<file path="src/common/avw_pkg.sv">
/*
  package for the write-only two-wire volume slave: address, register
  layout, reset value, bits per byte and link timing constants.
  assumes a 10 MHz system clock that oversamples the serial clock pin.
*/
package avw_pkg;

  // fixed 7-bit slave address
  localparam logic [6:0] SLAVE_ADDR      = 7'h76;
  // register field positions
  localparam int         GAIN_MSB        = 7;
  localparam int         GAIN_LSB        = 3;
  localparam int         RSVD_BIT        = 2;
  localparam int         EN_A_BIT        = 1;
  localparam int         EN_B_BIT        = 0;
  // value after reset: gain code 0, both enables off
  localparam logic [7:0] REG_RESET       = 8'h00;
  // bits per byte before the acknowledge slot
  localparam logic [3:0] BITS_PER_BYTE   = 4'h8;
  // link timing
  localparam int         SCL_MAX_KHZ     = 400;
  localparam int         SYS_CLK_KHZ     = 10000;
  localparam int         SYS_PER_SCL_MIN = SYS_CLK_KHZ / SCL_MAX_KHZ;

  // register contents as stored
  typedef struct packed {
    logic [4:0] gain_code;
    logic       reserved_zero;
    logic       enable_a;
    logic       enable_b;
  } avw_reg_type;

  // sampled pin pair after synchronisers
  typedef struct packed {
    logic scl;
    logic sda;
  } avw_pins_type;

  // protocol states
  typedef enum logic [2:0] {
    ST_IDLE,
    ST_ADDR,
    ST_ADDR_ACK,
    ST_DATA,
    ST_DATA_ACK,
    ST_IGNORE
  } avw_state_type;

endpackage : avw_pkg

</file>
<file path="src/logic/avw_slave.sv">
/*
  write-only two-wire slave holding one gain and enable register, with
  gain decode to signed dB and shutdown output.
  assumes scl and sda come from another domain and are synchronised
  here; the bus master makes every clock pulse.
*/
// Functional notes
// - works with serial clock up to 400 kHz
// - never drives clock; pulls data only low
// - start condition begins transfer, expect address
// - eight bits then a ninth acknowledge pulse
// - address msb first, then direction, zero writes
// - acknowledge only matching address 1110110
// - sample data on rising clock edge
// - read direction gets no acknowledge, stays released
// - one data byte acknowledged after address
// - store gain code, reserved zero, two enables
// - codes 0 to 15 map negative gains
// - codes 16 to 31 map 0 to 24
// - both enables zero means shutdown, keep contents
// - reset clears register and ignores traffic
`timescale 1ns/1ns
module avw_slave (
  input  wire logic                clk_sys,       // 10 MHz system clock
  input  wire logic                reset_n,       // synchronous reset
  input  wire logic                scl_in,        // serial clock pin
  input  wire logic                sda_in,        // data pin level
  output logic                     sda_out,       // data drive value
  output logic                     sda_oe,        // high while pulling low
  output logic [4:0]               gain_code,     // stored gain code
  output logic signed [7:0]        gain_db,       // decoded gain in dB
  output logic                     amp_enable_a,  // first enable
  output logic                     amp_enable_b,  // second enable
  output logic                     amp_shutdown,  // both enables off
  output logic                     amp_running    // both enables on
);

  ////////////////////////////////////////////////////////////////////////
  // gain decode table
  ////////////////////////////////////////////////////////////////////////

  // maps a 5-bit code to its gain in dB
  function automatic logic signed [7:0] gain_of(input logic [4:0] code);
    logic signed [7:0] g;
    g = 8'sh00;
    unique case (code)
      5'h00: g = -8'sd70;
      5'h01: g = -8'sd56;
      5'h02: g = -8'sd46;
      5'h03: g = -8'sd38;
      5'h04: g = -8'sd32;
      5'h05: g = -8'sd28;
      5'h06: g = -8'sd24;
      5'h07: g = -8'sd21;
      5'h08: g = -8'sd18;
      5'h09: g = -8'sd15;
      5'h0A: g = -8'sd12;
      5'h0B: g = -8'sd10;
      5'h0C: g = -8'sd8;
      5'h0D: g = -8'sd6;
      5'h0E: g = -8'sd4;
      5'h0F: g = -8'sd2;
      5'h10: g = 8'sd0;
      5'h11: g = 8'sd2;
      5'h12: g = 8'sd4;
      5'h13: g = 8'sd6;
      5'h14: g = 8'sd8;
      5'h15: g = 8'sd10;
      5'h16: g = 8'sd12;
      5'h17: g = 8'sd14;
      5'h18: g = 8'sd16;
      5'h19: g = 8'sd18;
      5'h1A: g = 8'sd19;
      5'h1B: g = 8'sd20;
      5'h1C: g = 8'sd21;
      5'h1D: g = 8'sd22;
      5'h1E: g = 8'sd23;
      5'h1F: g = 8'sd24;
    endcase
    return g;
  endfunction : gain_of

  ////////////////////////////////////////////////////////////////////////
  // pin synchronisers
  ////////////////////////////////////////////////////////////////////////

  // both pins come from the master's side and are not tied to clk_sys;
  // two flops keep a metastable level away from the edge detectors.
  // at 10 MHz a 400 kHz serial clock is sampled about twelve times per
  // half period, while the engine needs only three samples per level
  avw_pkg::avw_pins_type meta_q, meta_d;   // first stage, read by sync only
  avw_pkg::avw_pins_type sync_q, sync_d;   // second stage
  avw_pkg::avw_pins_type prev_q, prev_d;   // previous synced sample

  // next values of the synchroniser chain
  always_comb
  begin
    meta_d = '{scl: scl_in, sda: sda_in};
    sync_d = meta_q;
    prev_d = sync_q;
  end

  // register the chain; idle bus is high
  always_ff @(posedge clk_sys)
  begin
    if (!reset_n)
    begin
      meta_q <= '{scl: 1'b1, sda: 1'b1};
      sync_q <= '{scl: 1'b1, sda: 1'b1};
      prev_q <= '{scl: 1'b1, sda: 1'b1};
    end
    else
    begin
      meta_q <= meta_d;
      sync_q <= sync_d;
      prev_q <= prev_d;
    end
  end

  // edge and condition detectors on synced samples
  logic scl_rise;   // serial clock rising edge
  logic scl_fall;   // serial clock falling edge
  logic start_seen; // data falls while clock high
  logic stop_seen;  // data rises while clock high

  // the previous sample resets to the idle level, so no false edge
  // or start shows up in the first cycles after reset
  assign scl_rise   = sync_q.scl & ~prev_q.scl;
  assign scl_fall   = ~sync_q.scl & prev_q.scl;
  assign start_seen = sync_q.scl & prev_q.scl
                      & prev_q.sda & ~sync_q.sda;
  // a stop drops the frame wherever it stands; a start restarts it
  assign stop_seen  = sync_q.scl & prev_q.scl
                      & ~prev_q.sda & sync_q.sda;

  ////////////////////////////////////////////////////////////////////////
  // protocol engine
  ////////////////////////////////////////////////////////////////////////

  avw_pkg::avw_state_type state_q, state_d;   // protocol state
  logic [3:0]             bit_cnt_q, bit_cnt_d; // bits taken this byte
  logic [7:0]             shift_q, shift_d;   // incoming byte
  logic                   ack_q, ack_d;       // pulling data low
  logic [7:0]             reg_q, reg_d;       // gain and enable register
  logic [7:0]             rx_byte;            // byte incl. current bit

  // rx_byte folds in the bit sampled now, so that the shift and the
  // count move together on the same rising edge
  assign rx_byte = {shift_q[6:0], sync_q.sda};

  // next state, shift, acknowledge drive and register write
  always_comb
  begin
    state_d   = state_q;
    bit_cnt_d = bit_cnt_q;
    shift_d   = shift_q;
    ack_d     = ack_q;
    reg_d     = reg_q;
    if (start_seen)
    begin
      // a start, repeated or not, restarts the address phase
      state_d   = avw_pkg::ST_ADDR;
      bit_cnt_d = 4'h0;
      ack_d     = 1'b0;
    end
    else if (stop_seen)
    begin
      state_d = avw_pkg::ST_IDLE;
      ack_d   = 1'b0;
    end
    else
    begin
      unique case (state_q)
        avw_pkg::ST_IDLE,
        avw_pkg::ST_IGNORE:
        begin
          // wait for a start; clock edges alone do nothing here
          ack_d = 1'b0;
        end
        avw_pkg::ST_ADDR,
        avw_pkg::ST_DATA:
        begin
          if (scl_rise)
          begin
            // shift msb first on each rising edge
            shift_d   = rx_byte;
            bit_cnt_d = bit_cnt_q + 4'h1;
          end
          else if (scl_fall && bit_cnt_q == avw_pkg::BITS_PER_BYTE)
          begin
            // the acknowledge starts on the fall after the eighth bit,
            // so the data line only moves while the serial clock is low
            bit_cnt_d = 4'h0;
            if (state_q == avw_pkg::ST_ADDR)
            begin
              // match address and write direction
              if (shift_q[7:1] == avw_pkg::SLAVE_ADDR
                  && !shift_q[0])
              begin
                ack_d   = 1'b1;
                state_d = avw_pkg::ST_ADDR_ACK;
              end
              else
              begin
                state_d = avw_pkg::ST_IGNORE;
              end
            end
            else
            begin
              // store the data byte, reserved bit forced to zero
              reg_d           = shift_q;
              reg_d[avw_pkg::RSVD_BIT] = 1'b0;
              ack_d           = 1'b1;
              state_d         = avw_pkg::ST_DATA_ACK;
            end
          end
        end
        avw_pkg::ST_ADDR_ACK:
        begin
          // release after the ninth pulse
          if (scl_fall)
          begin
            ack_d   = 1'b0;
            state_d = avw_pkg::ST_DATA;
          end
        end
        avw_pkg::ST_DATA_ACK:
        begin
          // only one data byte; further bytes are ignored
          if (scl_fall)
          begin
            ack_d   = 1'b0;
            state_d = avw_pkg::ST_IGNORE;
          end
        end
      endcase
    end
  end

  // register the engine; reset clears the register and drops traffic
  always_ff @(posedge clk_sys)
  begin
    if (!reset_n)
    begin
      state_q   <= avw_pkg::ST_IDLE;
      bit_cnt_q <= 4'h0;
      shift_q   <= 8'h00;
      ack_q     <= 1'b0;
      reg_q     <= avw_pkg::REG_RESET;
    end
    else
    begin
      state_q   <= state_d;
      bit_cnt_q <= bit_cnt_d;
      shift_q   <= shift_d;
      ack_q     <= ack_d;
      reg_q     <= reg_d;
    end
  end

  ////////////////////////////////////////////////////////////////////////
  // outputs
  ////////////////////////////////////////////////////////////////////////

  // all register outputs come straight from flops; the status pair is
  // a plain decode of the two stored enables
  avw_pkg::avw_reg_type fields;   // register viewed as fields
  assign fields = avw_pkg::avw_reg_type'(reg_q);

  // open-drain data: drive only low, clock never driven
  assign sda_out      = 1'b0;
  assign sda_oe       = ack_q;
  assign gain_code    = fields.gain_code;
  assign amp_enable_a = fields.enable_a;
  assign amp_enable_b = fields.enable_b;
  // shutdown keeps contents; gain returns on re-enable
  assign amp_shutdown = ~fields.enable_a & ~fields.enable_b;
  assign amp_running  = fields.enable_a & fields.enable_b;

  // decoded gain registered as a data output
  logic signed [7:0] gain_db_q, gain_db_d;
  // decode the stored code; the table covers every code
  always_comb
  begin
    gain_db_d = gain_of(fields.gain_code);
  end
  // register the decoded gain; it trails gain_code by one cycle, and
  // reset gives the lowest step, matching the cleared code
  always_ff @(posedge clk_sys)
  begin
    if (!reset_n)
    begin
      gain_db_q <= -8'sd70;
    end
    else
    begin
      gain_db_q <= gain_db_d;
    end
  end
  assign gain_db = gain_db_q;

endmodule : avw_slave

</file>
<file path="config.mk">
export PLATFORM = sky130hd
export DESIGN_NAME = avw_slave
export DESIGN_NICKNAME = d
export VERILOG_FILES = /design/src/common/avw_pkg.sv /design/src/logic/avw_slave.sv
export SDC_FILE = /design/constraint.sdc
export NUM_CORES = 1
export LEC_CHECK = 0
export BUFFER_PORTS_ARGS = -buffer_cell sky130_fd_sc_hd__buf_2
export CORE_ASPECT_RATIO = 1.75
export CORE_MARGIN = 4
export CORE_UTILIZATION = 61
export CTS_BUF_LIST = sky130_fd_sc_hd__clkbuf_8
export CTS_CLUSTER_DIAMETER = 60
export DETAILED_ROUTE_END_ITERATION = 16
export GPL_ROUTABILITY_DRIVEN = 0
export PLACE_DENSITY = 0.95
export SETUP_SLACK_MARGIN = 0.1
export SLEW_MARGIN = 25
export SYNTH_ARGS = -nofsm -noshare
export SYNTH_HDL_FRONTEND = slang
export SYNTH_SLANG_ARGS = --single-unit
</file>
<file path="constraint.sdc">
create_clock -name clk_sys -period 2.8 [get_ports clk_sys]
set_clock_uncertainty 0.05 [all_clocks]
set_input_delay 0 -clock clk_sys [delete_from_list [all_inputs] [get_ports clk_sys]]
set_output_delay 0 -clock clk_sys [all_outputs]
set_load 0.01 [all_outputs]
</file>
Yosys cells after proc, flatten, opt, wreduce, memory -nomap -nowiden
Memory sizes are Yosys's and may differ from the RTL's. A register that Yosys moved wholly into a read port is not among the register bits.
Cells that the tools add are included.
Widths: inputs -> output; s select.
{"block": "totals", "regBits": 29, "rom_bits": 256, "word_cells": 87, "n_memories": 1}
{"memory": "(name not given)", "depth": 32, "width": 8, "rd": 1, "rd_ports_with_merged_regs": 1, "write_ports": 0, "line": "avw_slave.sv:46", "source": "unique case (code)"}
{"block": "op_classes", "n_addsub": 1, "eq_ne": 17, "muxes": 17, "bitwise_logic": 20, "n_reduce_logical": 19}
{"operator": "$mux 3", "count": 6}
{"operator": "$ne 4x4->1 const B", "count": 4}
{"operator": "$not 1->1", "count": 11}
{"operator": "$reduce_and 5->1", "count": 2}
{"operator": "$and 1x1->1", "count": 9}
{"operator": "$pmux 3 s3", "count": 1}
{"operator": "$mux 4", "count": 2}
{"operator": "$ne 2x2->1 const B", "count": 4}
{"operator": "$reduce_and 4->1", "count": 2}
{"operator": "$reduce_or 2->1", "count": 4}
{"operator": "$eq 7x7->1 const B", "count": 1}
{"operator": "$mux 1", "count": 7}
{"operator": "$eq 3x2->1 const B", "count": 2}
{"operator": "$eq 3x3->1 const B", "count": 2}
{"operator": "$reduce_and 6->1", "count": 1}
{"operator": "$reduce_bool 5->1", "count": 1}
{"operator": "$add 4x1->4 const B", "count": 1}
{"operator": "$eq 4x4->1 const B", "count": 1}
{"operator": "$eq 3x1->1 const B", "count": 1}
{"operator": "$logic_not 3->1", "count": 1}
{"operator": "$ne 3x3->1 const B", "count": 1}
{"operator": "$pmux 1 s3", "count": 1}
{"operator": "$reduce_and 3->1", "count": 1}
{"operator": "$reduce_bool 3->1", "count": 1}
{"operator": "5 further kinds", "count": 7}

Longest topological paths before layout
Gate-level depths: netlist of the first run.
{"block": "logic_depth", "depth_word": 9, "mapped_depth": 7}

Worst setup path after synthesis of the first run
OpenSTA, ideal clock, no wires.
{"block": "synth_timing", "path_type": "register to register", "from": "register bit_cnt_q[0]", "to": "register state_q[0]", "setup_ns": 0.086, "arrival_ns": 1.382, "required_time_ns": 2.664, "setup_slack_ns": 1.283, "path_stages_with_launch": 8, "synth_period_minus_slack_ns": 1.517, "path_cell_list": "dfxtp_1 inv_1 ha_1 nand2_1 nor4_4 a311oi_1 a211oi_2 a211oi_1"}
{"block": "synth_between", "elab_chain_cells": 4}
{"item": "start: declaration", "line": "avw_slave.sv:141", "source": "logic [3:0] bit_cnt_q, bit_cnt_d;"}
{"item": "start signal: assignment", "line": "avw_slave.sv:254", "source": "bit_cnt_q <= bit_cnt_d;"}
{"item": "$eq 4x4->1", "line": "avw_slave.sv:189", "source": "else if (scl_fall && bit_cnt_q == avw_pkg::BITS_PER_BYTE)"}
{"item": "$logic_and 1x1->1", "line": "avw_slave.sv:189"}
{"item": "$ne 4x4->1 (no line)"}
{"item": "$reduce_and 5->1 (no line)"}
{"item": "end signal: assignment", "line": "avw_slave.sv:245", "source": "state_q <= avw_pkg::ST_IDLE;"}
{"item": "end signal: assignment", "line": "avw_slave.sv:253", "source": "state_q <= state_d;"}
{"item": "end: declaration", "line": "avw_slave.sv:140", "source": "avw_pkg::avw_state_type state_q, state_d;"}
No other way between the ends.
A chain may end at the register's enable or synchronous reset.

Worst setup path in the final report of the first run
{"block": "layout_timing", "from": "register sync_q (netlist bit prev_d[1])", "to": "register bit_cnt_q[3]"}
{"block": "layout_between", "elab_chain_cells": 5, "word_cells_on_any_way": 14, "classes_between": "mux: 1; bitwise: 9; reduce/logical: 4"}
{"item": "start: declaration", "line": "avw_slave.sv:92", "source": "avw_pkg::avw_pins_type sync_q, sync_d;"}
{"item": "start signal: assignment", "line": "avw_slave.sv:109", "source": "sync_q <= '{scl: 1'b1, sda: 1'b1};"}
{"item": "start signal: assignment", "line": "avw_slave.sv:115", "source": "sync_q <= sync_d;"}
{"item": "$and 1x1->1 or $not 1->1 (tied branches)", "line": "avw_slave.sv:130, avw_slave.sv:133, avw_slave.sv:129"}
{"item": "$and 1x1->1 (on tied branches)", "line": "avw_slave.sv:134, avw_slave.sv:129"}
{"item": "$and 1x1->1 or $logic_and 1x1->1 (tied branches)", "line": "avw_slave.sv:134, avw_slave.sv:189"}
{"item": "$not 1->1 (no line) or $reduce_bool 2->1 (tied branches)"}
{"item": "$reduce_and 3->1 (no line)"}
Parallel ways exist; a longest one is shown, timed or not.

==> qor.yml, run 1 <==
yosys_warnings: 0
max_cap_violations: 0
clk_pin_slew_ps: 70
grt_pass1_wl_um: 5850
dp_hpwl_um: 2380
ys_ff_latch: 37
r2r-end: "bit_cnt_q[3]"
relSlewSlack_pct: 55.0
crit_chain: "inv_1, nor3_2, nand4_1, xor2_1, nor2_1"
power_w: 0.000912
fin_util_pct: 71.3
min-delay-start: "reset_n"
grtUsageTotal_pct: 19.0
wl_per_cell_um: 13.4
cp_num_buf_inv: 1
clock_latency_ps: 290
drc: 0
coreArea_sq_um: 2720
worst-r2r-cell-count: 5
antenna_found_initial: 0
synth.yosys.seq_area_share_pct: 42.4
syn_area_sq_um: 1750
end_kind: "flip-flop"
rsz0062_at_grt: "no"
reg2reg_slack_ps: 1040
hold_viol_final: 0
vias: 1413
powerDensity_nw_per_um2: 470
crit_arrival_ps: 1890
start_util_pct: 64.2
syn_avg_cell_area_sq_um: 8.73
grt_max_degree: 32
cts_tree: "built"
postCtsSetupBuffers: 0
first_iter_violations: 46
yosysTopAreaCellShare_pct: 42.4
crit_type: "reg -> reg"
regToRegStartpoint: "prev_d[1]"
syn2layout_area_growth_pct: 11.1
outcome: "finished clean"
grt-ovfl-total: 0
dieArea_sq_um: 3820
path_delay_family: "simple AND/OR/NAND/NOR gates"
fmax_ghz: 0.569
hold_class: "in -> reg"
final_cell_mix: "dfxtp_1, nand2_1, buf_2, nor2_1, o21ai_0"
crit_slowest_cell: "nor3_2"
htree_levels: 2
synth_cell_type_count: 40
period_minus_slack_ps: 1760
viasPerCell: 5.70
die_w_um: 48.5
slew_viol_final: 0
synthCells: 200
setup_viol: 0
fin_hold_ws_ps: 53.7
drive_above_1_share_pct: 14.9
grt_pass1_vias: 1432
crit_path_start_kind: "flip-flop"
critical-path-max-stage-delay_ps: 580
synth_ff_type: "dfxtp_1"
antenna_cells: 0
final_common_cell: "dfxtp_1"
port_buffers: 21
hold_depth: 2
root_buffer: "clkbuf_8"
async_reset_ff_share_pct: 0
period_share_pct: 62.8
drt-pass1-iter-count: 4
cts_sinks: 37
cp.required_ps: 2930
setup_tns_ps: 0
synth_nets: 212
num_io_pins: 23
postRouteAntennaNets: 0
die_h_um: 78.8
cts_max_path_buffers: 2
num_rows: 25
min_to: "gain_db[4]"
fin_nets: 232
cp_max_fo: 12
leakagePower_nw: 0.813
synth-edff-count: 0
cts-buffers-inserted: 5
yosysTopAreaCell: "dfxtp_1"
synthTopCellsByArea: "dfxtp_1, nand2_1, ha_1"
vdd_drop_max_uv: 329
drt-total-wl_um: 3320
tightest_slew_ps: 672
==> cell usage after synthesis (2+ instances only) <==
library cell / n
a21boi_0: 2
a21boi_1: 6
a21oi_1: 8
buf_2: 3
clkbuf_1: 6
dfxtp_1: 37
ha_1: 8
inv_1: 8
mux2i_1: 10
nand2_1: 32
nand2b_1: 8
nand4_1: 2
nor2_1: 14
nor2b_1: 12
nor3_1: 2
nor4_1: 3
o21ai_0: 13
xnor2_1: 2
xor2_1: 3
==> area by class of cell <==
cell class | count | area, sq um
Clock buffer | 5 | 68.8
Clock inverter | 3 | 11.3
Fill cell | 212 | 781
Inverter | 8 | 30.0
Multi-Input combinational cell | 145 | 931
Sequential cell | 37 | 741
Tap cell | 27 | 33.8
Timing Repair Buffer | 23 | 125
==> what timing repair did <==
item,4_1_cts,5_1_grt
resized for setup,0,0
endpoints found under the hold margin,2,0
hold buffers,2,0
==> power by group <==
group / switching [W] / total [W] / internal (W) / leakage, nW
registers: 0.00000596 / 0.000537 / 0.000531 / 0.299
logic: 0.0000205 / 0.0000363 / 0.0000158 / 0.462
clock network: 0.000174 / 0.000339 / 0.000166 / 0.0519
total: 0.000200 / 0.000912 / 0.000712 / 0.813
==> worst max path at each step <==
stage / startpoint / cells after the start / endpoint / slack [ps]
global placement: prev_d[1] / 5 / bit_cnt_q[3] / 1120
detailed placement: prev_d[1] / 5 / bit_cnt_q[3] / 1060
finish: prev_d[1] / 5 / bit_cnt_q[3] / 1040
global route: prev_d[1] / 5 / bit_cnt_q[3] / 810
CTS: prev_d[1] / 5 / bit_cnt_q[3] / 1040
floorplan: bit_cnt_q[0] / 7 / state_q[0] / 1280
==> stage by stage <==
| step | instance area [sq um] | worst slack [ps] | cells |
|---|---|---|---|
| final | 1940 | 1040 | 248 |
| after CTS | 1940 | 1040 | 248 |
| after global placement | 1840 | 1120 | 238 |
| after global routing | 1940 | 807 | 248 |
| after detailed placement | 1840 | 1060 | 238 |
| after floorplan | 1750 | 1280 | 200 |
==> metal layers <==
layer,track usage (%),up-vias,part of all wire [%]
li1,-,710,-
met1,17.8,667,39
met2,34.9,27,54
met3,4.50,9,4.1
met4,13.2,0,3.1
met5,0,-,0
==> flip-flops by register name (all words and copies together), names as in the netlist <==
signal / flops
bit_cnt_q: 4
fields: 7
gain_db: 8
meta_q: 2
prev_d: 2
prev_q: 2
sda_oe: 1
shift_q: 8
state_q: 3
==> worst reg2reg max path: stages, from the launching register on <==
cell     delay, ps
dfxtp_1        450
inv_1          160
nor3_2         580
nand4_1        190
xor2_1         170
nor2_1          50
==> cell families (layout without fill, tap and decap cells) <==
group                    count (synthesis)  after routing  synth area share, %
XOR/XNOR                                 5              5                 2.51
adder cells (fa/ha/maj)                  8              8                 5.73
flip-flops                              37             37                 42.4
AO/OA/AOI/OAI                           39             39                 14.5
buffers and inverters                   18             39                 4.30
other                                    1              1                0.215
multiplexers                            10             10                 5.73
AND/OR/NAND/NOR                         82             82                 24.6
Note: power is estimated with default switching activity, not from simulation.
==> inputs of run 2 (changes only) <==
Settings changed: ABC_AREA from default to 1, CORE_UTILIZATION 61 to 53, PLACE_DENSITY 0.95 to 0.89.
Clock period 2.8 ns to 1.5 ns, I/O delays scaled along.
==> run 2 against run 1 <==
  * Cell area is 12% higher
  * Core utilization is 3.5 points lower
  * Worst setup slack worse by 920 ps
  * Worst hold slack better by 27 ps
  * Sequential power is 86% higher
  * Routed wire length is 21% higher
  * Non-clock buffer count is 8 higher
  * Global-route usage is 0.34 points higher
  * Clock power grew to 2.6 times the previous value
  * Synthesized cell count is 18% higher
  * Power is 120% higher
  * Fmax is 28% higher
  * Critical endpoint is now fields[6]
==> qor.yml, run 2 <==
grt_pass1_vias: 1563
first_iter_violations: 37
antenna_found_initial: 0
synth_most_common_cell: "nand2_1"
num_io_pins: 23
async_reset_ff_share_pct: 0
netlist_top_cells_count: "nand2_1, dfxtp_1, nor2_1"
hold_class: "in -> reg"
power_w: 0.00198
yosys_warnings: 0
fmax_ghz: 0.727
coreArea_sq_um: 3210
antenna_cells: 0
period_minus_slack_ps: 1380
powerDensity_nw_per_um2: 909
slew_viol_final: 0
synth-edff-count: 0
wl_per_cell_um: 12.8
max_cap_violations: 0
synth_cell_type_count: 34
htree_levels: 2
place_area_sq_um: 1940
start_util_pct: 56.0
end_kind: "flip-flop"
crit_slowest_cell: "dfxtp_2"
syn2layout_area_growth_pct: 21.1
dieArea_sq_um: 4430
cts_tree: "built"
final_common_cell: "nand2_1"
setup_viol: 0
port_buffers: 21
syn_avg_cell_area_sq_um: 7.62
viasPerCell: 5.13
synth_ff_type: "dfxtp_1"
fin_util_pct: 67.8
clock_latency_ps: 290
drive_above_1_share_pct: 30.4
cts-buffers-inserted: 5
dp_hpwl_um: 2670
regToRegStartpoint: "bit_cnt_q[0]"
drt-total-wl_um: 4000
final_area_sq_um: 2180
final_cell_mix: "nand2_1, nor2_1, dfxtp_1, buf_2, inv_1"
grt_pass1_wl_um: 6610
cp.required_ps: 1620
grt-ovfl-total: 0
critical-path-max-stage-delay_ps: 340
crit_arrival_ps: 1500
vdd_drop_max_uv: 765
postRouteAntennaNets: 0
rsz0062_at_grt: "yes"
crit_path_start: "bit_cnt_q[0]"
drc: 0
ys_ff_latch: 37
synth.yosys.seq_area_share_pct: 41.2
crit_chain: "inv_2, ha_4, nand3_4, nor2_8, nand4_4, o21ai_2, a21oi_1"
cts_max_path_buffers: 2
synthTopCellsByArea: "dfxtp_1, nand2_1, nor2_1"
vias: 1605
n_fill_cell: 262
yosysTopAreaCellShare_pct: 41.2
clk_pin_slew_ps: 80
syn_area_sq_um: 1800
grtUsageTotal_pct: 19.4
die_w_um: 52.0
cts_sinks: 37
leakagePower_nw: 1.05
fin_nets: 281
die_h_um: 85.1
crit_path_start_kind: "flip-flop"
synthCells: 236
period_share_pct: 91.7
drt-pass1-iter-count: 4
num_rows: 27
outcome: "finished clean"
yosysTopAreaCell: "dfxtp_1"
hold_viol_final: 0
setup_tns_ps: 0
min-delay-start: "reset_n"
cp_max_fo: 7
grt_max_degree: 24
root_buffer: "clkbuf_8"
synth_nets: 248
crit_type: "reg -> reg"
run 2: cell count changes in the layout (fill, tap and decap cells not counted), sizes merged, moves of 11 or more:
cell	previous run	this run
inv	11	30
nor2	14	37
nor2b	12	0
a21oi	8	19
nand2	33	46
run 2: path summary, 6_finish.rpt:
| path | to | slack (ps) | cells past startpoint |
|---|---|---|---|
| worst min-delay path | prev_q[0] | 80 | 3 |
| worst max-delay path | fields[6] | 120 | 7 |
| worst min register to register | prev_d[0] | 380 | 1 |
| worst max register to register | fields[6] | 120 | 7 |
run 2: report_power, final:
group | leakage (nW) | total, W | internal, W | switching (W)
combinational | 0.697 | 0.000107 | 0.0000402 | 0.0000670
clock | 0.0543 | 0.000873 | 0.000497 | 0.000376
sequential | 0.302 | 0.000999 | 0.000993 | 0.00000624
total | 1.05 | 0.00198 | 0.00153 | 0.000449
run 2: what timing repair did:
| action | in CTS | in global routing |
|---|---|---|
| hold endpoints to repair | 2 | 0 |
| resized for setup | 8 | 10 |
| setup endpoints to repair | 11 | 16 |
| setup buffers | 0 | 5 |
| hold buffers | 2 | 0 |
| gates cloned | 1 | 0 |
| pin swaps | 4 | 6 |
run 2: cell families (layout without fill, tap and decap cells):
group           Yosys count  count (layout)  synth area share (%)
compound gates           50              50                  15.4
xor+xnor                  1               1                 0.487
fa+ha+maj                 8               8                  5.57
buf+inv                  37              70                  8.84
flops                    37              37                  41.2
other cells               1               1                 0.209
simple gates            102             103                  28.3
run 2: per-layer routing:
layer | vias to the layer above | global-route usage (%) | part of all wire (%)
li1 | 830 | - | -
met5 | - | 0 | 0
met2 | 43 | 33.8 | 54
met3 | 14 | 3.34 | 3.2
met1 | 718 | 20.8 | 40
met4 | 0 | 11.5 | 3.3
run 2: stage by stage:
stage | hold WS [ps] | cells | setup slack, ps
after floorplan | 56.6 | 236 | 139
after global placement | 138 | 297 | 110
after detailed placement | 139 | 297 | 55.6
after CTS | 54.7 | 308 | 110
after global routing | 90.0 | 313 | 52.4
final | 81.1 | 313 | 124
run 2: final cells by class:
cell class	count	area, sq um	share of cell area [%]
clock buffers	5	68.8	3.16
clock inverters	3	46.3	2.13
inverters	31	116	5.34
multi-input cells	163	957	44.0
flip-flops and latches	37	749	34.4
well taps	43	53.8	2.47
repair buffers	31	185	8.51
run 2: worst max-delay path, delay by kind of cell, from the launching register on:
| family | cells | cell delay (ps) |
|---|---|---|
| AND/OR/NAND/NOR | 3 | 410 |
| flip-flops | 1 | 340 |
| adder cells (fa/ha/maj) | 1 | 140 |
| AO/OA/AOI/OAI | 2 | 240 |
| buffers and inverters | 1 | 70 |
